## src/ascp_pkg.sv

```systemverilog
// Shared constants and types of the ADC serial control port.
package ascp_pkg;

    // Serial word layout: four channel bits, then twelve result bits.
    localparam int FRAME_BITS = 16;
    localparam int CHAN_W = 4;
    localparam int DATA_W = 12;
    localparam int CTRL_W = 12;
    localparam int CNT_W = 5;
    localparam int NUM_CHAN = 16;

    // Control word field positions, first serial bit is bit 11.
    localparam int CTRL_WRITE = 11;
    localparam int CTRL_SEQ = 10;
    localparam int CTRL_ADDR_MSB = 9;
    localparam int CTRL_ADDR_LSB = 6;
    localparam int CTRL_SHADOW = 3;
    localparam int CTRL_RANGE = 1;
    localparam int CTRL_CODING = 0;
    localparam logic [CTRL_W-1:0] CTRL_RESET = 12'h000;
    localparam logic [NUM_CHAN-1:0] SHADOW_RESET = 16'h0000;

    // Result FIFO shape.
    localparam int FIFO_DEPTH = 8;
    localparam int FIFO_WIDTH = CHAN_W + DATA_W;
    localparam int LVL_W = 4;

    // Register byte offsets on the AHB-Lite slave.
    localparam logic [7:0] REG_CONFIG = 8'h00;
    localparam logic [7:0] REG_CONTROL = 8'h04;
    localparam logic [7:0] REG_STATUS = 8'h08;
    localparam logic [7:0] REG_SHADOW = 8'h0C;

    // Field positions inside CONFIG and STATUS.
    localparam int CFG_ENABLE = 0;
    localparam logic CFG_ENABLE_RESET = 1'b1;
    localparam int STAT_ACTIVE = 0;
    localparam int STAT_UNDERRUN = 1;
    localparam int STAT_CHAN_LSB = 4;
    localparam int STAT_LVL_LSB = 8;
    localparam int STAT_PEND = 12;

    localparam logic [1:0] HRESP_OKAY = 2'h0;

    // Frame state of the serial side.
    typedef enum logic {
        FR_IDLE = 1'b0,
        FR_ACTIVE = 1'b1
    } ascp_frame_t;

endpackage : ascp_pkg

```

## src/ascp_fifo.sv

```systemverilog
// Synchronous FIFO with valid and ready on both sides.
`timescale 1ns/100ps
module ascp_fifo #(
    parameter int WIDTH = 16,
    parameter int DEPTH = 8,
    parameter int LVL_W = 4
) (
    input wire logic clk_in,
    input wire logic rstn_in,
    input wire logic in_valid_in,
    output logic in_ready_out,
    input wire logic [WIDTH-1:0] in_data_in,
    output logic out_valid_out,
    input wire logic out_ready_in,
    output logic [WIDTH-1:0] out_data_out,
    output logic [LVL_W-1:0] level_out
);
    localparam int PTR_W = $clog2(DEPTH);

    logic [WIDTH-1:0] mem [DEPTH];
    logic [PTR_W-1:0] wr_ptr_q;
    logic [PTR_W-1:0] rd_ptr_q;
    logic [LVL_W-1:0] level_q;
    logic push;
    logic pop;

    // Handshakes and honest full and empty flags.
    assign in_ready_out = (level_q != LVL_W'(DEPTH));
    assign out_valid_out = (level_q != '0);
    assign push = in_valid_in && in_ready_out;
    assign pop = out_valid_out && out_ready_in;
    assign out_data_out = mem[rd_ptr_q];
    assign level_out = level_q;

    // Pointer and level bookkeeping.
    always_ff @(posedge clk_in or negedge rstn_in) begin
        if (!rstn_in) begin
            wr_ptr_q <= '0;
            rd_ptr_q <= '0;
            level_q <= '0;
        end else begin
            if (push) begin
                wr_ptr_q <= (wr_ptr_q == PTR_W'(DEPTH - 1)) ? '0 : wr_ptr_q + 1'b1;
            end
            if (pop) begin
                rd_ptr_q <= (rd_ptr_q == PTR_W'(DEPTH - 1)) ? '0 : rd_ptr_q + 1'b1;
            end
            level_q <= level_q + LVL_W'(push) - LVL_W'(pop);
        end
    end

    // Storage array, written only on an accepted push.
    always_ff @(posedge clk_in) begin
        if (push) begin
            mem[wr_ptr_q] <= in_data_in;
        end
    end

    a_fifo_no_overfill: assert property (@(posedge clk_in) disable iff (!rstn_in)
        level_q <= LVL_W'(DEPTH) && !(push && level_q == LVL_W'(DEPTH)))
        else $error("FIFO accepts data while full.");

    a_fifo_level_track: assert property (@(posedge clk_in) disable iff (!rstn_in)
        push && !pop |=> level_q == $past(level_q) + 1'b1)
        else $error("FIFO level did not rise after a push.");

endmodule : ascp_fifo

```

## src/ascp_port.sv

```systemverilog
// Serial control and readout port of a sixteen-channel converter, with AHB-Lite registers.
`timescale 1ns/100ps
module ascp_port (
    input wire logic clk_in,
    input wire logic rstn_in,
    input wire logic hsel_in,
    input wire logic [31:0] haddr_in,
    input wire logic [1:0] htrans_in,
    input wire logic hwrite_in,
    input wire logic [2:0] hsize_in,
    input wire logic [31:0] hwdata_in,
    input wire logic hready_in,
    output logic [31:0] hrdata_out,
    output logic hreadyout_out,
    output logic hresp_out,
    input wire logic sclk_in,
    input wire logic frame_sel_n_in,
    input wire logic din_in,
    output logic dout_out,
    output logic dout_oe_out,
    output logic conv_start_out,
    output logic conv_step_out,
    output logic [ascp_pkg::CHAN_W-1:0] conv_chan_out,
    output logic conv_range_out,
    input wire logic conv_valid_in,
    input wire logic [ascp_pkg::DATA_W-1:0] conv_data_in,
    input wire logic [ascp_pkg::CHAN_W-1:0] conv_chan_in,
    output logic conv_ready_out
);
    import ascp_pkg::*;

    // Pin synchronisers and edge history.
    logic sclk_s1_q, sclk_s2_q, sclk_prev_q;
    logic cs_s1_q, cs_s2_q, cs_prev_q;
    logic din_s1_q, din_s2_q;
    // Serial side state.
    ascp_frame_t state_q;
    logic [CNT_W-1:0] bit_cnt_q;
    logic [FRAME_BITS-1:0] din_sh_q;
    logic [FRAME_BITS-1:0] out_sh_q;
    logic [CTRL_W-1:0] ctrl_q;
    logic [NUM_CHAN-1:0] shadow_q;
    logic shadow_pend_q;
    logic [CHAN_W-1:0] cur_chan_q;
    logic seq_valid_q;
    logic dout_q, dout_oe_q, conv_start_q, conv_step_q, conv_range_q, conv_ready_q;
    // Register side state.
    logic cfg_en_q, underrun_q, wr_pend_q;
    logic [7:0] wr_addr_q;
    logic [31:0] hrdata_q;
    logic hreadyout_q;

    // Frame events seen on the synchronised pins.
    logic sclk_fall, cs_fall, cs_rise, frame_start, frame_end, in_frame, shift_evt, full_frame;
    assign sclk_fall = sclk_prev_q && !sclk_s2_q;
    assign cs_fall = cs_prev_q && !cs_s2_q;
    assign cs_rise = !cs_prev_q && cs_s2_q;
    assign in_frame = (state_q == FR_ACTIVE);
    assign frame_start = cs_fall && cfg_en_q && !in_frame;
    assign frame_end = in_frame && cs_rise;
    assign shift_evt = in_frame && sclk_fall && !cs_rise;
    assign full_frame = (bit_cnt_q == CNT_W'(FRAME_BITS));

    // Control word fields.
    logic ctl_seq, ctl_shadow, ctl_coding;
    logic [CHAN_W-1:0] ctl_addr;
    assign ctl_seq = ctrl_q[CTRL_SEQ];
    assign ctl_shadow = ctrl_q[CTRL_SHADOW];
    assign ctl_coding = ctrl_q[CTRL_CODING];
    assign ctl_addr = ctrl_q[CTRL_ADDR_MSB:CTRL_ADDR_LSB];

    // Next set bit of the sequence mask after a given channel, wrapping round.
    function automatic logic [CHAN_W-1:0] next_set(input logic [NUM_CHAN-1:0] mask,
                                                   input logic [CHAN_W-1:0] from);
        logic [CHAN_W-1:0] idx;
        logic found;
        logic [CHAN_W-1:0] res;
        res = from;
        found = 1'b0;
        for (int i = 1; i <= NUM_CHAN; i++) begin
            idx = from + i[CHAN_W-1:0];
            if (!found && mask[idx]) begin
                res = idx;
                found = 1'b1;
            end
        end
        return res;
    endfunction : next_set

    // Channel for the conversion that the next frame starts.
    logic [CHAN_W-1:0] seq_from, chan_shadow, chan_consec, next_chan;
    assign seq_from = seq_valid_q ? cur_chan_q : CHAN_W'(NUM_CHAN - 1);
    assign chan_shadow = (shadow_q == '0) ? ctl_addr : next_set(shadow_q, seq_from);
    assign chan_consec = (!seq_valid_q || cur_chan_q >= ctl_addr) ? '0 : cur_chan_q + 1'b1;
    assign next_chan = !ctl_seq ? ctl_addr : (ctl_shadow ? chan_consec : chan_shadow);

    // Result FIFO between converter and serial output.
    logic fifo_out_valid, fifo_in_ready, fifo_pop;
    logic [FIFO_WIDTH-1:0] fifo_head;
    logic [LVL_W-1:0] fifo_level;
    assign fifo_pop = frame_start;

    ascp_fifo #(
        .WIDTH(FIFO_WIDTH),
        .DEPTH(FIFO_DEPTH),
        .LVL_W(LVL_W)
    ) u_fifo (
        .clk_in(clk_in),
        .rstn_in(rstn_in),
        .in_valid_in(conv_valid_in && conv_ready_q),
        .in_ready_out(fifo_in_ready),
        .in_data_in({conv_chan_in, conv_data_in}),
        .out_valid_out(fifo_out_valid),
        .out_ready_in(fifo_pop),
        .out_data_out(fifo_head),
        .level_out(fifo_level)
    );

    // Outgoing word: channel, then the coded result; zero when no result waits.
    logic [DATA_W-1:0] head_data, coded_data;
    logic [FRAME_BITS-1:0] load_word;
    assign head_data = fifo_head[DATA_W-1:0];
    assign coded_data = ctl_coding ? {~head_data[DATA_W-1], head_data[DATA_W-2:0]}
        : head_data;
    assign load_word = fifo_out_valid ? {fifo_head[FIFO_WIDTH-1:DATA_W], coded_data}
        : '0;

    // Control update when a whole frame closes.
    logic [CTRL_W-1:0] din_ctrl;
    logic ctrl_wr, shadow_wr;
    assign din_ctrl = din_sh_q[FRAME_BITS-1:FRAME_BITS-CTRL_W];
    assign shadow_wr = frame_end && full_frame && shadow_pend_q;
    assign ctrl_wr = frame_end && full_frame && !shadow_pend_q && din_ctrl[CTRL_WRITE];

    // Two flip-flops on every pin, then one more on the clock and select pins for edge detection.
    always_ff @(posedge clk_in or negedge rstn_in) begin
        if (!rstn_in) begin
            {sclk_s1_q, sclk_s2_q, sclk_prev_q} <= 3'h0;
            {cs_s1_q, cs_s2_q, cs_prev_q} <= 3'h7;
            {din_s1_q, din_s2_q} <= 2'h0;
        end else begin
            {sclk_s1_q, sclk_s2_q, sclk_prev_q} <= {sclk_in, sclk_s1_q, sclk_s2_q};
            {cs_s1_q, cs_s2_q, cs_prev_q} <= {frame_sel_n_in, cs_s1_q, cs_s2_q};
            {din_s1_q, din_s2_q} <= {din_in, din_s1_q};
        end
    end

    // Frame state machine.
    always_ff @(posedge clk_in or negedge rstn_in) begin
        if (!rstn_in) begin
            state_q <= FR_IDLE;
        end else begin
            case (state_q)
                FR_IDLE: state_q <= frame_start ? FR_ACTIVE : FR_IDLE;
                FR_ACTIVE: state_q <= cs_rise ? FR_IDLE : FR_ACTIVE;
                default: state_q <= FR_IDLE;
            endcase
        end
    end

    // Serial shifting in both directions.
    always_ff @(posedge clk_in or negedge rstn_in) begin
        if (!rstn_in) begin
            bit_cnt_q <= '0;
            din_sh_q <= '0;
            out_sh_q <= '0;
            dout_q <= 1'b0;
        end else if (frame_start) begin
            bit_cnt_q <= '0;
            dout_q <= load_word[FRAME_BITS-1];
            out_sh_q <= {load_word[FRAME_BITS-2:0], 1'b0};
        end else if (shift_evt && !full_frame) begin
            bit_cnt_q <= bit_cnt_q + 1'b1;
            din_sh_q <= {din_sh_q[FRAME_BITS-2:0], din_s2_q};
            dout_q <= out_sh_q[FRAME_BITS-1];
            out_sh_q <= {out_sh_q[FRAME_BITS-2:0], 1'b0};
        end
    end

    // Output enable, conversion strobes and converter controls.
    always_ff @(posedge clk_in or negedge rstn_in) begin
        if (!rstn_in) begin
            dout_oe_q <= 1'b0;
            conv_start_q <= 1'b0;
            conv_step_q <= 1'b0;
            conv_chan_out <= '0;
            conv_range_q <= 1'b0;
            conv_ready_q <= 1'b0;
        end else begin
            if (frame_start) begin
                dout_oe_q <= 1'b1;
            end else if (frame_end) begin
                dout_oe_q <= 1'b0;
            end
            conv_start_q <= frame_start;
            conv_step_q <= shift_evt;
            if (frame_start) begin
                conv_chan_out <= next_chan;
            end
            conv_range_q <= ctrl_q[CTRL_RANGE];
            conv_ready_q <= (fifo_level <= LVL_W'(FIFO_DEPTH - 2)) && fifo_in_ready;
        end
    end

    // Control word, sequence mask and sequencer position.
    always_ff @(posedge clk_in or negedge rstn_in) begin
        if (!rstn_in) begin
            ctrl_q <= CTRL_RESET;
            shadow_q <= SHADOW_RESET;
            shadow_pend_q <= 1'b0;
            cur_chan_q <= '0;
            seq_valid_q <= 1'b0;
        end else begin
            if (shadow_wr) begin
                shadow_q <= din_sh_q;
                shadow_pend_q <= 1'b0;
                seq_valid_q <= 1'b0;
            end else if (ctrl_wr) begin
                ctrl_q <= din_ctrl;
                shadow_pend_q <= !din_ctrl[CTRL_SEQ] && din_ctrl[CTRL_SHADOW];
                seq_valid_q <= 1'b0;
            end else if (frame_start) begin
                cur_chan_q <= next_chan;
                seq_valid_q <= 1'b1;
            end
        end
    end

    // AHB-Lite decode and register read selection.
    logic addr_ok, rd_evt;
    logic [31:0] rd_mux, status_word;
    assign addr_ok = hsel_in && htrans_in[1] && hready_in;
    assign rd_evt = addr_ok && !hwrite_in;
    assign status_word = (32'(in_frame) << STAT_ACTIVE) | (32'(underrun_q) << STAT_UNDERRUN)
        | (32'(cur_chan_q) << STAT_CHAN_LSB) | (32'(fifo_level) << STAT_LVL_LSB)
        | (32'(shadow_pend_q) << STAT_PEND);
    assign rd_mux = (haddr_in[7:0] == REG_CONFIG) ? 32'(cfg_en_q) << CFG_ENABLE :
                    (haddr_in[7:0] == REG_CONTROL) ? 32'(ctrl_q) :
                    (haddr_in[7:0] == REG_STATUS) ? status_word :
                    (haddr_in[7:0] == REG_SHADOW) ? 32'(shadow_q) : 32'h0000_0000;

    // Bus slave: zero wait states, writes land at the end of the data phase.
    always_ff @(posedge clk_in or negedge rstn_in) begin
        if (!rstn_in) begin
            wr_pend_q <= 1'b0;
            wr_addr_q <= '0;
            hrdata_q <= '0;
            hreadyout_q <= 1'b0;
            cfg_en_q <= CFG_ENABLE_RESET;
            underrun_q <= 1'b0;
        end else begin
            hreadyout_q <= 1'b1;
            wr_pend_q <= addr_ok && hwrite_in;
            wr_addr_q <= haddr_in[7:0];
            if (rd_evt) begin
                hrdata_q <= rd_mux;
            end
            if (wr_pend_q && wr_addr_q == REG_CONFIG) begin
                cfg_en_q <= hwdata_in[CFG_ENABLE];
            end
            if (frame_start && !fifo_out_valid) begin
                underrun_q <= 1'b1;
            end else if (wr_pend_q && wr_addr_q == REG_STATUS && hwdata_in[STAT_UNDERRUN]) begin
                underrun_q <= 1'b0;
            end
        end
    end

    assign hrdata_out = hrdata_q;
    assign hreadyout_out = hreadyout_q;
    assign hresp_out = HRESP_OKAY[0];
    assign dout_out = dout_q;
    assign dout_oe_out = dout_oe_q;
    assign conv_start_out = conv_start_q;
    assign conv_step_out = conv_step_q;
    assign conv_range_out = conv_range_q;
    assign conv_ready_out = conv_ready_q;

    a_din_shift_in: assert property (@(posedge clk_in) disable iff (!rstn_in)
        shift_evt && !full_frame |=> din_sh_q[0] == $past(din_s2_q)
        && bit_cnt_q == $past(bit_cnt_q) + 1'b1)
        else $error("Serial input bit not taken on a falling clock edge.");

    a_dout_hold_steady: assert property (@(posedge clk_in) disable iff (!rstn_in)
        !sclk_fall && !frame_start |=> $stable(dout_q))
        else $error("Serial output changed away from a falling edge.");

    a_frame_word_load: assert property (@(posedge clk_in) disable iff (!rstn_in)
        frame_start && fifo_out_valid |=> dout_q == $past(fifo_head[FIFO_WIDTH-1])
        && out_sh_q[FRAME_BITS-1 -: 3] == $past(fifo_head[FIFO_WIDTH-2 -: 3]))
        else $error("Frame did not open with the channel bits.");

    a_coding_msb_flip: assert property (@(posedge clk_in) disable iff (!rstn_in)
        frame_start && fifo_out_valid |=> out_sh_q[DATA_W]
        == ($past(fifo_head[DATA_W-1]) ^ $past(ctl_coding)))
        else $error("Result coding does not follow the coding bit.");

    a_chan_select_start: assert property (@(posedge clk_in) disable iff (!rstn_in)
        frame_start && !ctl_seq |=> conv_start_out && conv_chan_out == $past(ctl_addr))
        else $error("Addressed channel not selected at frame start.");

    a_range_follow_ctrl: assert property (@(posedge clk_in) disable iff (!rstn_in)
        ctrl_wr |=> ##1 conv_range_out == $past(din_ctrl[CTRL_RANGE], 2))
        else $error("Range output does not follow the written range bit.");

    a_step_per_fall: assert property (@(posedge clk_in) disable iff (!rstn_in)
        in_frame && sclk_fall && !cs_rise |=> conv_step_out)
        else $error("Conversion step missing on a serial clock edge.");

    a_release_on_close: assert property (@(posedge clk_in) disable iff (!rstn_in)
        frame_end |=> !dout_oe_out [*2])
        else $error("Serial output still driven after the frame closed.");

endmodule : ascp_port

```

## config.mk

```make
export PLATFORM = sky130hd
export DESIGN_NAME = ascp_port
export DESIGN_NICKNAME = d
export VERILOG_FILES = /design/src/ascp_pkg.sv /design/src/ascp_fifo.sv /design/src/ascp_port.sv
export SDC_FILE = /design/constraint.sdc
export NUM_CORES = 1
export LEC_CHECK = 0
export BUFFER_PORTS_ARGS = -buffer_cell sky130_fd_sc_hd__buf_2
export CORE_UTILIZATION = 64
export DETAILED_ROUTE_END_ITERATION = 16
export PLACE_DENSITY_LB_ADDON = 0.12
export RECOVER_POWER = 25
export SYNTH_ARGS = -nofsm -noshare
export SYNTH_HDL_FRONTEND = slang
export SYNTH_SLANG_ARGS = --single-unit
```

## constraint.sdc

```tcl
create_clock -name clk_in -period 8.6 [get_ports clk_in]
set_clock_uncertainty 0.1 [all_clocks]
set_input_delay 0.43 -clock clk_in [delete_from_list [all_inputs] [get_ports clk_in]]
set_output_delay 0.43 -clock clk_in [all_outputs]
set_load 0.005 [all_outputs]
```

==> summary.md, run 1 <==
| Metric | Value |
|---|---|
| Crit path largest cell delay | `0.86 ns` |
| Synth unique cells | `86` |
| Vias in the first global route | `9649` |
| R2R depth | `13` |
| Total Routing Usage GR | `0.321` |
| Hold Crit Class | `input port to flip-flop` |
| Slew Viols, Final | `0` |
| Fin. Hold Viols | `0` |
| FFs w/ async S/R, synth | `0.498` |
| CP bufs+invs | `2` |
| Status | `finished clean` |
| Final Worst Setup Slack | `2.64 ns` |
| Final-report setup violation count | `0` |
| # nets final | `1302` |
| Worst EP arrival | `6.24 ns` |
| CTS Sinks | `255` |
| Max H-tree Level | `1` |
| Critical path class | `flip-flop to flip-flop` |
| Final WL | `34200 um` |
| Routed WL per cell | `23.1 um` |
| Crit-path cells | `buf_4 -> nor2b_2 -> inv_2 -> ha_1 -> xnor2_1 -> mux4_2 -> nor2_1 -> a2111o_1 -> nor4_4 -> nand3_1 -> and4_1 -> o21ai_1 -> a22oi_1` |
| Clock Path Buffers | `3` |
| Worst Hold Launch | `hwdata_in[0]` |
| Seq cells post-synth | `255` |
| CTS buffer count | `26` |
| R2r setup slk | `2.64 ns` |
| Post-route cell area | `0.0151 mm^2` |
| Worst-Margin Slew | `1.08 ns` |
| Final core occ | `0.719` |
| DR vias | `9895` |
| Clock root buffer | `clkbuf_16` |
| Post-route ant nets | `0` |
| Sequential share of power | `0.481` |
| Peak fanout along the critical path | `50` |
| Core area | `0.0210 mm^2` |
| Top delay family on crit path | `simple AND/OR/NAND/NOR gates` |
| CP max stage cell | `nor2b_2` |
| Switching Share | `0.253` |
| Fillers | `1461` |
| Clock Power Share | `0.393` |
| Leak | `0.00596 uW` |
| Syn avg cell area | `11.9 um^2` |
| Max VDD drop | `251 uV` |
| Combinational share of power | `0.127` |
| Final HPWL from detailed placement | `22500 um` |
| Antenna cells | `0` |
| Num rows | `53` |
| Synth warnings | `0` |
| Grt total ovfl | `0` |
| Initial antenna violation count | `0` |
| Period utilisation layout | `0.692` |
| Synthesized instance count | `1143` |
| Area post-placement | `0.0141 mm^2` |
| Critical Path Start Type | `flip-flop` |
| Clock transition at path regs | `0.06 ns` |
| Chip Width | `148 um` |
| Pre-CTS WS | `2.75 ns` |
| Worst-Skew Late Latency | `0.55 ns` |
| EDFF count, synth | `128` |
| PD cells | `196 mW/mm^2` |
| I/O Buffers | `62` |
| Top FF cell, synth | `edfxtp_1` |
| Area delta synth->final | `10.6%` |
| Die H | `148 um` |
| GP Congestion | `0.998` |
| First-pass GRT wire length | `53700 um` |
| Hold Path Cell Cnt | `2` |
| Fmax | `0.168 GHz` |
| Psw | `746 uW` |
| WHS Endpoint | `cfg_en_q` |
| Max-slew headroom | `0.279` |
| RSZ-0062 raised after global routing | `no` |
| CTS tree | `yes` |
| WHS | `0.0388 ns` |
| Via density | `6.68` |
| Int Pwr | `2200 uW` |
| Die area | `0.0219 mm^2` |
| Pin count of the biggest net entering global routing | `85` |
| Setup TNS Final | `0 ns` |
| Worst Path Required | `8.89 ns` |
| Max Cap Viol | `0` |
| CP Capture Type | `flip-flop` |
| Share of cells above drive strength 1 | `0.202` |
| Tmin final | `5.96 ns` |
| Postcts setup bufs | `0` |
| Worst r2r dst | `cur_chan_q[0]` |
| Post-Syn Area | `0.0136 mm^2` |
| DRC Markers | `0` |
| Register area share after synthesis | `0.516` |
| Pre-antenna DRT Iters | `5` |
| Worst r2r src | `seq_valid_q` |
| Initial DRC Count | `918` |
| Ports | `138` |
| Starting Density | `0.650` |
[routing by layer]
layer / part of all wire / track usage / vias up
met4: 0.036 / 0.123 / 0
met1: 0.42 / 0.443 / 4926
li1: - / - / 4428
met3: 0.069 / 0.0537 / 95
met2: 0.48 / 0.513 / 446
met5: 0 / 0 / -
[what timing repair did]
item                      in CTS  in global routing
hold buffers                  10                  0
gates resized for setup        0                  0
hold endpoints to repair      48                  0
[synth_stat cells, types with 8 or more instances]
master / n / area, um^2
xor2_1: 10 / 87.6
a22oi_1: 13 / 97.6
clkbuf_1: 50 / 188
o21a_1: 19 / 143
buf_1: 8 / 30.0
nor2_1: 52 / 195
dfrtp_1: 123 / 3080
nor3_1: 16 / 80.1
buf_4: 17 / 128
nand2_1: 91 / 342
a31oi_1: 8 / 50.1
a21o_1: 12 / 90.1
buf_2: 14 / 70.1
o22ai_1: 11 / 68.8
a21oi_1: 33 / 165
o21ai_0: 78 / 390
edfxtp_1: 128 / 3840
mux4_2: 37 / 833
mux2i_1: 59 / 591
mux2_2: 63 / 709
nand2b_1: 12 / 75.1
nand3b_1: 8 / 60.1
nand3_1: 19 / 95.1
nor4_1: 17 / 106
inv_1: 25 / 93.8
nand4_1: 10 / 62.6
o21ai_1: 8 / 40.0
and3_1: 11 / 68.8
ha_1: 19 / 238
[layout by cell type, fill, tap and decap left out, types with 14 or more instances in the layout]
cell type    n
a21oi_1     33
buf_2       43
buf_4       20
clkbuf_1    21
clkbuf_16   26
conb_1      18
dfrtp_1    122
edfxtp_1   128
ha_1        19
inv_1       25
mux2_2      63
mux2i_1     59
mux4_2      37
nand2_1     91
nand3_1     19
nor2_1      52
nor3_1      14
nor4_1      16
o21a_1      19
o21ai_0     78
[logic make-up (layout without fill, tap and decap cells)]
group / Yosys count / after routing / synth area share
muxes: 167 / 167 / 0.165
adders and majority gates: 20 / 20 / 0.0189
AOI/OAI and AO/OA: 272 / 272 / 0.137
buffers and inverters: 119 / 167 / 0.0398
DFF: 255 / 255 / 0.516
and+or+nand+nor: 291 / 291 / 0.112
other: 2 / 18 / 0.000551
xor gates and xnor gates: 17 / 17 / 0.0109
[cell type report]
cell class | instances | area [um^2] | share of cell area
multi-input combinational | 785 | 6160 | 0.408
clock inverter | 16 | 205 | 0.0136
clock buffer | 31 | 689 | 0.0457
timing repair buffer | 92 | 544 | 0.0361
inverter | 28 | 105 | 0.00697
sequential | 255 | 7030 | 0.466
tap | 275 | 344 | 0.0228
[worst max path at each step]
stage                                to  cells past startpoint          start  slack [ns]
final                     cur_chan_q[0]                     13    seq_valid_q        2.64
after floorplan           cur_chan_q[1]                     16  cur_chan_q[1]        4.47
after detailed placement  cur_chan_q[0]                     13    seq_valid_q        2.75
after CTS                 cur_chan_q[0]                     13    seq_valid_q        2.75
after global placement    cur_chan_q[0]                     13    seq_valid_q        2.88
after global routing      cur_chan_q[0]                     13    seq_valid_q        2.40
[flip-flops by register name (all words and copies together) (netlist names), 3 cells and up]
name / cells
conv_chan_out: 4
u_fifo.wr_ptr_q: 3
ctrl_q: 12
u_fifo.level_out: 4
hrdata_out: 16
u_fifo.rd_ptr_q: 3
shadow_q: 16
wr_addr_q: 8
cur_chan_q: 4
u_fifo.mem: 128
bit_cnt_q: 5
out_sh_q: 15
din_sh_q: 16
[power groups by stage]
stage	clock network [uW]	registers, uW	logic, uW
6_report	1160	1420	374
5_1_grt	1220	1420	410
4_1_cts	1170	1420	373
3_5_place_dp	0	1440	365
3_3_place_gp	0	1430	355
2_1_floorplan	0	1420	255
[metrics by stage]
step / total power, uW / cells
after global routing: 3060 / 1482
after global placement: 1790 / 1425
final: 2950 / 1482
after CTS: 2960 / 1482
after detailed placement: 1800 / 1425
after floorplan: 1670 / 1159
Power figures use the tool's default switching activity.
==> inputs of run 2 (changes only) <==
CORE_UTILIZATION = 60   (was 64)
clock period = 6.2 ns   (was 8.6 ns; I/O delays follow)
==> summary.md, run 2 (synthesis results as in run 1) <==
| Metric | Value |
|---|---|
| Clock transition at path regs | `0.06 ns (about the same)` |
| Area delta synth->final | `11.2% (was 10.6%)` |
| Slew Viols, Final | `0 (unchanged)` |
| Chip Width | `153 um (was 148 um)` |
| DR vias | `9879 (was 9895)` |
| Post-CTS Hold Buffers | `29 (was 10)` |
| Critical path class | `flip-flop to flip-flop (unchanged)` |
| Period utilisation layout | `0.839 (was 0.692)` |
| Clock Power Share | `0.363 (was 0.393)` |
| Largest register FFs | `128 (unchanged)` |
| Combinational share of power | `0.133 (was 0.127)` |
| Postcts setup bufs | `0 (unchanged)` |
| Max H-tree Level | `1 (unchanged)` |
| Most common cell after layout, fill and taps aside | `edfxtp_1 (unchanged)` |
| Leak | `0.00597 uW (was 0.00596 uW)` |
| CP Capture Type | `flip-flop (unchanged)` |
| Initial antenna violation count | `0 (unchanged)` |
| Share of cells above drive strength 1 | `0.196 (was 0.202)` |
| Pre-CTS WS | `1.14 ns (was 2.75 ns)` |
| Post-route ant nets | `0 (unchanged)` |
| Die H | `153 um (was 148 um)` |
| Routed WL per cell | `22.3 um (was 23.1 um)` |
| RSZ-0062 raised after global routing | `no (unchanged)` |
| Die area | `0.0233 mm^2 (was 0.0219 mm^2)` |
| Setup TNS Final | `0 ns (unchanged)` |
| Peak fanout along the critical path | `29 (was 50)` |
| Switching Share | `0.258 (was 0.253)` |
| Hold Crit Class | `input port to flip-flop (unchanged)` |
| Initial DRC Count | `972 (was 918)` |
| Max Cap Viol | `0 (unchanged)` |
| Critical Path Start Type | `flip-flop (unchanged)` |
| Max-slew headroom | `0.247 (was 0.279)` |
| Multi-input gate area | `0.00616 mm^2 (unchanged)` |
| Storage element area | `0.00703 mm^2 (about the same)` |
| Total Routing Usage GR | `0.291 (was 0.321)` |
| WHS | `0.0216 ns (was 0.0388 ns)` |
| Num rows | `54 (was 53)` |
| Starting Density | `0.619 (was 0.650)` |
| Status | `finished clean (unchanged)` |
| Tmin final | `5.20 ns (was 5.96 ns)` |
| Ports | `138 (unchanged)` |
| Antenna cells | `0 (unchanged)` |
| Vias in the first global route | `9508 (was 9649)` |
| Final Worst Setup Slack | `0.997 ns (was 2.64 ns)` |
| Register with the most flip-flops | `u_fifo.mem (unchanged)` |
| Worst Path Required | `6.47 ns (was 8.89 ns)` |
| DRC Markers | `0 (unchanged)` |
| Post-cts resize count | `0 (unchanged)` |
| Final-report setup violation count | `0 (unchanged)` |
| R2r setup slk | `1.0 ns (was 2.64 ns)` |
| Psw | `1010 uW (was 746 uW)` |
| CTS tree | `yes (unchanged)` |
| Clock Path Buffers | `3 (unchanged)` |
| Fillers | `1642 (was 1461)` |
| Pre-antenna DRT Iters | `8 (was 5)` |
| Worst-Margin Slew | `1.13 ns (was 1.08 ns)` |
| PD cells | `257 mW/mm^2 (was 196 mW/mm^2)` |
| Final WL | `33600 um (was 34200 um)` |
| CTS Sinks | `255 (unchanged)` |
| # nets final | `1322 (was 1302)` |
| Final HPWL from detailed placement | `22400 um (was 22500 um)` |
| Fmax | `0.192 GHz (was 0.168 GHz)` |
| Via density | `6.55 (was 6.68)` |
| Max VDD drop | `294 uV (was 251 uV)` |
| Pin count of the biggest net entering global routing | `66 (was 85)` |
| Core area | `0.0220 mm^2 (was 0.0210 mm^2)` |
| First-pass GRT wire length | `52900 um (was 53700 um)` |
| Fin. Hold Viols | `0 (unchanged)` |
| GP Congestion | `0.954 (was 0.998)` |
| Grt total ovfl | `0 (unchanged)` |
| Worst-Skew Late Latency | `0.52 ns (was 0.55 ns)` |
| Most frequent cells in the layout | `128 x edfxtp_1, 121 x dfrtp_1, 91 x nand2_1 (was 128 x edfxtp_1, 122 x dfrtp_1, 91 x nand2_1)` |
| I/O Buffers | `62 (unchanged)` |
| Worst EP arrival | `5.47 ns (was 6.24 ns)` |
| Int Pwr | `2890 uW (was 2200 uW)` |
| CTS buffer count | `26 (unchanged)` |
| Sequential share of power | `0.505 (was 0.481)` |
| Clock root buffer | `clkbuf_16 (unchanged)` |
run 2: cell types whose count changed in the layout (fill, tap and decap cells not counted), moves of 2 or more:
cell and change:
dlygate4sd3_1 +19, clkinv_2 +3, bufinv_16 -4, clkbuf_1 +8
clkinv_1 -3, clkinvlp_4 +2, buf_2 -5
run 2: path summary, 6_finish.rpt:
path | from | to | cells past startpoint
max | seq_valid_q | cur_chan_q[0] | 14
max in group asynchronous | rstn_in | u_fifo.rd_ptr_q[1] | 3
max reg2reg | seq_valid_q | cur_chan_q[0] | 14
min reg2reg | din_s1_q | din_s2_q | 0
min in group asynchronous | rstn_in | wr_pend_q | 2
min | hwdata_in[1] | underrun_q | 4
run 2: critical path, cell delays in order (launching register included):
cell      delay (ns)
dfrtp_1         0.40
buf_4           0.31
nor2b_2         0.19
buf_4           0.27
inv_2           0.23
ha_1            0.40
xnor2_1         0.83
mux4_2          0.43
nor2_1          0.08
a2111o_1        0.46
nor4_4          0.53
nand3_1         0.22
and4_1          0.24
o21ai_1         0.23
a22oi_1         0.11
run 2: per-layer routing:
metal | wire [um] | share of wire | track usage | vias to the layer above
li1 | - | - | - | 4477
met2 | 15900 | 0.47 | 0.474 | 415
met3 | 2400 | 0.071 | 0.0424 | 78
met4 | 990 | 0.029 | 0.0948 | 0
met1 | 14300 | 0.42 | 0.405 | 4909
met5 | 0 | 0 | 0 | -
run 2: final cells by class:
class                      count  share of cell area
timing repair buffer         112              0.0485
clock buffer                  33              0.0453
multi-input combinational    785               0.406
inverter                      28             0.00693
sequential                   255               0.464
tap                          280              0.0231
clock inverter                15             0.00627
run 2: power groups by stage:
stage	combinational, uW	sequential (uW)	clock [uW]
global route	573	1980	1500
detailed placement	499	2000	0
floorplan	353	1970	0
finish	517	1970	1410
global placement	490	1990	0
CTS	519	1960	1430
run 2: metrics by stage:
step / utilization / total power, uW / std cells / cell area, um^2
finish: 0.688 / 3900 / 1508 / 15200
global route: 0.688 / 4050 / 1508 / 15200
CTS: 0.690 / 3920 / 1508 / 15200
detailed placement: 0.641 / 2500 / 1431 / 14100
global placement: 0.641 / 2480 / 1431 / 14100
floorplan: - / 2320 / 1159 / 13700
==> inputs of run 3 (changes only) <==
ABC_AREA = 1   (was default)
CORE_UTILIZATION = 53   (was 60)
clock period = 4.7 ns   (was 6.2 ns; I/O delays follow)
==> summary.md, run 3 <==
| Metric | Value |
|---|---|
| Worst-Skew Late Latency | `0.53 ns (was 0.52 ns)` |
| Grt total ovfl | `0 (unchanged)` |
| Period utilisation layout | `0.863 (was 0.839)` |
| Synth warnings | `0 (unchanged)` |
| Synth area leader | `edfxtp_1 (unchanged)` |
| Worst r2r dst | `cur_chan_q[0] (unchanged)` |
| Antenna cells | `0 (unchanged)` |
| Main area contributors after synthesis | `edfxtp_1 31%, dfrtp_1 25%, nand2_1 8.6% (was edfxtp_1 28%, dfrtp_1 23%, mux4_2 6.1%)` |
| Share of cells above drive strength 1 | `0.110 (was 0.196)` |
| Post-synthesis mux area share | `0.000903 (was 0.165)` |
| Initial antenna violation count | `0 (unchanged)` |
| CTS Sinks | `255 (unchanged)` |
| Most frequent cell after synthesis | `nand2_1 (was edfxtp_1)` |
| Clock root buffer | `clkbuf_16 (unchanged)` |
| Total Routing Usage GR | `0.252 (was 0.291)` |
| Register area share after synthesis | `0.563 (was 0.516)` |
| Most frequent cells in the layout | `285 x nand2_1, 176 x o21ai_0, 128 x edfxtp_1 (was 128 x edfxtp_1, 121 x dfrtp_1, 91 x nand2_1)` |
| R2R depth | `27 (was 14)` |
| Critical path class | `flip-flop to flip-flop (unchanged)` |
| Vias in the first global route | `9151 (was 9508)` |
| Post-Syn Area | `0.0125 mm^2 (was 0.0136 mm^2)` |
| Top FF cell, synth | `edfxtp_1 (unchanged)` |
| Clock transition at path regs | `0.06 ns (about the same)` |
| R2r setup slk | `0.64 ns (was 1.0 ns)` |
| Largest family of logic cells by synthesized area | `simple AND/OR/NAND/NOR gates (was multiplexers)` |
| Max VDD drop | `345 uV (was 294 uV)` |
| Pre-antenna DRT Iters | `5 (was 8)` |
| PD cells | `414 mW/mm^2 (was 257 mW/mm^2)` |
| Area delta synth->final | `13.4% (was 11.2%)` |
| Slew Viols, Final | `0 (unchanged)` |
| Syn avg cell area | `9.25 um^2 (was 11.9 um^2)` |
| CTS tree | `yes (unchanged)` |
| First-pass GRT wire length | `47700 um (was 52900 um)` |
| FFs w/ async S/R, synth | `0.498 (unchanged)` |
| Initial DRC Count | `627 (was 972)` |
| Worst r2r src | `seq_valid_q (unchanged)` |
| Die area | `0.0242 mm^2 (was 0.0233 mm^2)` |
| EDFF count, synth | `128 (unchanged)` |
| Post-route ant nets | `0 (unchanged)` |
| Postcts setup bufs | `0 (unchanged)` |
| Crit. Startpoint | `seq_valid_q (unchanged)` |
| Setup TNS Final | `0 ns (unchanged)` |
| Core area | `0.0228 mm^2 (was 0.0220 mm^2)` |
| Register with the most flip-flops | `u_fifo.mem (unchanged)` |
| DR vias | `9619 (was 9879)` |
| Chip Width | `155 um (was 153 um)` |
| I/O Buffers | `62 (unchanged)` |
| Synthesized instance count | `1348 (was 1143)` |
| Fin. Hold Viols | `0 (unchanged)` |
| Critical Path Start Type | `flip-flop (unchanged)` |
| Final core occ | `0.619 (was 0.688)` |
| GP Congestion | `0.962 (was 0.954)` |
| Final-report setup violation count | `0 (unchanged)` |
| Hold Crit Class | `input port to flip-flop (unchanged)` |
| Fmax | `0.247 GHz (was 0.192 GHz)` |
| Largest register FFs | `128 (unchanged)` |
| Clock Path Buffers | `3 (unchanged)` |
| Share of Yosys cell area claimed by the top area cell type | `0.308 (was 0.282)` |
| Routed WL per cell | `16.8 um (was 22.3 um)` |
| Tmin final | `4.06 ns (was 5.20 ns)` |
| Die H | `155 um (was 153 um)` |
| Final HPWL from detailed placement | `19500 um (was 22400 um)` |
| Synth unique cells | `50 (was 86)` |
| Worst setup path endpoint | `cur_chan_q[0] (unchanged)` |
| Leak | `0.00602 uW (was 0.00597 uW)` |
| Worst EP arrival | `4.42 ns (was 5.47 ns)` |
| Worst-Margin Slew | `1.10 ns (was 1.13 ns)` |
| Synth Area in Adders | `0.0207 (was 0.0189)` |
| Post-Synth Simple-Gate Area | `0.204 (was 0.112)` |
| Post-synth top cells | `285 x nand2_1, 176 x o21ai_0, 128 x edfxtp_1 (was 128 x edfxtp_1, 123 x dfrtp_1, 91 x nand2_1)` |
| DRC Markers | `0 (unchanged)` |
| Worst Hold Launch | `conv_valid_in (was hwdata_in[1])` |
| Final WL | `29800 um (was 33600 um)` |
| Num rows | `55 (was 54)` |
| Synth Area in Compound Gates | `0.134 (was 0.137)` |
| Max-slew headroom | `0.267 (was 0.247)` |
| Status | `finished clean (unchanged)` |
| Via density | `5.42 (was 6.55)` |
| # nets final | `1556 (was 1322)` |
| Most common cell after layout, fill and taps aside | `nand2_1 (was edfxtp_1)` |
| Xor and xnor fraction of the mapped netlist area | `0.00351 (was 0.0109)` |
| CTS buffer count | `26 (unchanged)` |
| Worst Path Required | `5.07 ns (was 6.47 ns)` |
| Ports | `138 (unchanged)` |
| Starting Density | `0.546 (was 0.619)` |
| RSZ-0062 raised after global routing | `no (unchanged)` |
| Max H-tree Level | `1 (unchanged)` |
| Seq cells post-synth | `255 (unchanged)` |
| Max Cap Viol | `0 (unchanged)` |
| CP Capture Type | `flip-flop (unchanged)` |
| Pin count of the biggest net entering global routing | `87 (was 66)` |
| Peak fanout along the critical path | `11 (was 29)` |
-- run 3: logic make-up after synthesis --
kind of cell / after synthesis
fa+ha+maj: 20
mux: 1
flops: 255
xor+xnor: 5
compound gates: 299
buf+inv: 205
other cells: 2
simple gates: 561
-- run 3: area by class of cell --
cell class,count,area (um^2)
Clock buffer,36,708
Clock inverter,11,95.1
Sequential cell,255,7030
Tap cell,313,392
Multi-Input combinational cell,904,4590
Fill cell,1983,8700
Timing Repair Buffer,121,816
Inverter,134,513
-- run 3: stage by stage --
stage | setup WS [ns] | hold WS [ns] | power [uW] | instances | instance area (um^2)
CTS | 0.610 | 0.0629 | 5910 | 1774 | 14200
finish | 0.644 | 0.0777 | 5860 | 1774 | 14100
detailed placement | 0.648 | 0.241 | 3950 | 1693 | 13000
floorplan | 1.11 | -0.161 | 3570 | 1364 | 12500
global route | 0.262 | 0.113 | 6170 | 1774 | 14100
global placement | 0.731 | 0.234 | 3910 | 1693 | 13000
-- run 3: worst min path at each step --
stage | end | slack [ns] | cells after the start
3_5_place_dp | sclk_s2_q | 0.24 | 0
4_1_cts | u_fifo.wr_ptr_q[0] | 0.06 | 4
5_1_grt | u_fifo.wr_ptr_q[0] | 0.11 | 4
3_3_place_gp | sclk_s2_q | 0.23 | 0
6_report | u_fifo.wr_ptr_q[0] | 0.08 | 4
2_1_floorplan | bit_cnt_q[0] | -0.16 | 0
-- run 3: layer usage --
metal | GRT usage | vias up | part of all wire
met5 | 0 | - | 0
met4 | 0.0845 | 0 | 0.024
met3 | 0.0312 | 59 | 0.050
met2 | 0.439 | 246 | 0.50
met1 | 0.327 | 4573 | 0.43
li1 | - | 4741 | -
-- run 3: critical path, cell delays in order (launching register included) --
cell and delay (ns):
dfrtp_1 0.54, buf_4 0.27, inv_6 0.08, nor2_8 0.21, nand2_2 0.10, nand2_2 0.24
inv_2 0.15, nand2_1 0.10, nand3_1 0.13, nand2_2 0.15, nand2_4 0.09, nor2_8 0.13
nand2_4 0.07, nor2_4 0.10, nand3_2 0.08, nor2_2 0.15, nand2_2 0.09, nor2_4 0.13
nand2_4 0.08, nor2_8 0.11, nand4_2 0.13, nand3_1 0.11, nor2_1 0.04, o21ai_1 0.17
o21ai_1 0.09, o21ai_1 0.13, nand3_1 0.14, nand2_1 0.09
-- run 3: where the power goes --
group | internal [uW] | total [uW] | switching, uW
Combinational | 394 | 1210 | 814
Sequential | 2600 | 2720 | 114
Clock | 1110 | 1940 | 828
-- run 3: repair_timing --
item	CTS	global route
gates resized for setup	0	0
hold buffers	34	0
hold endpoints to repair	225	0
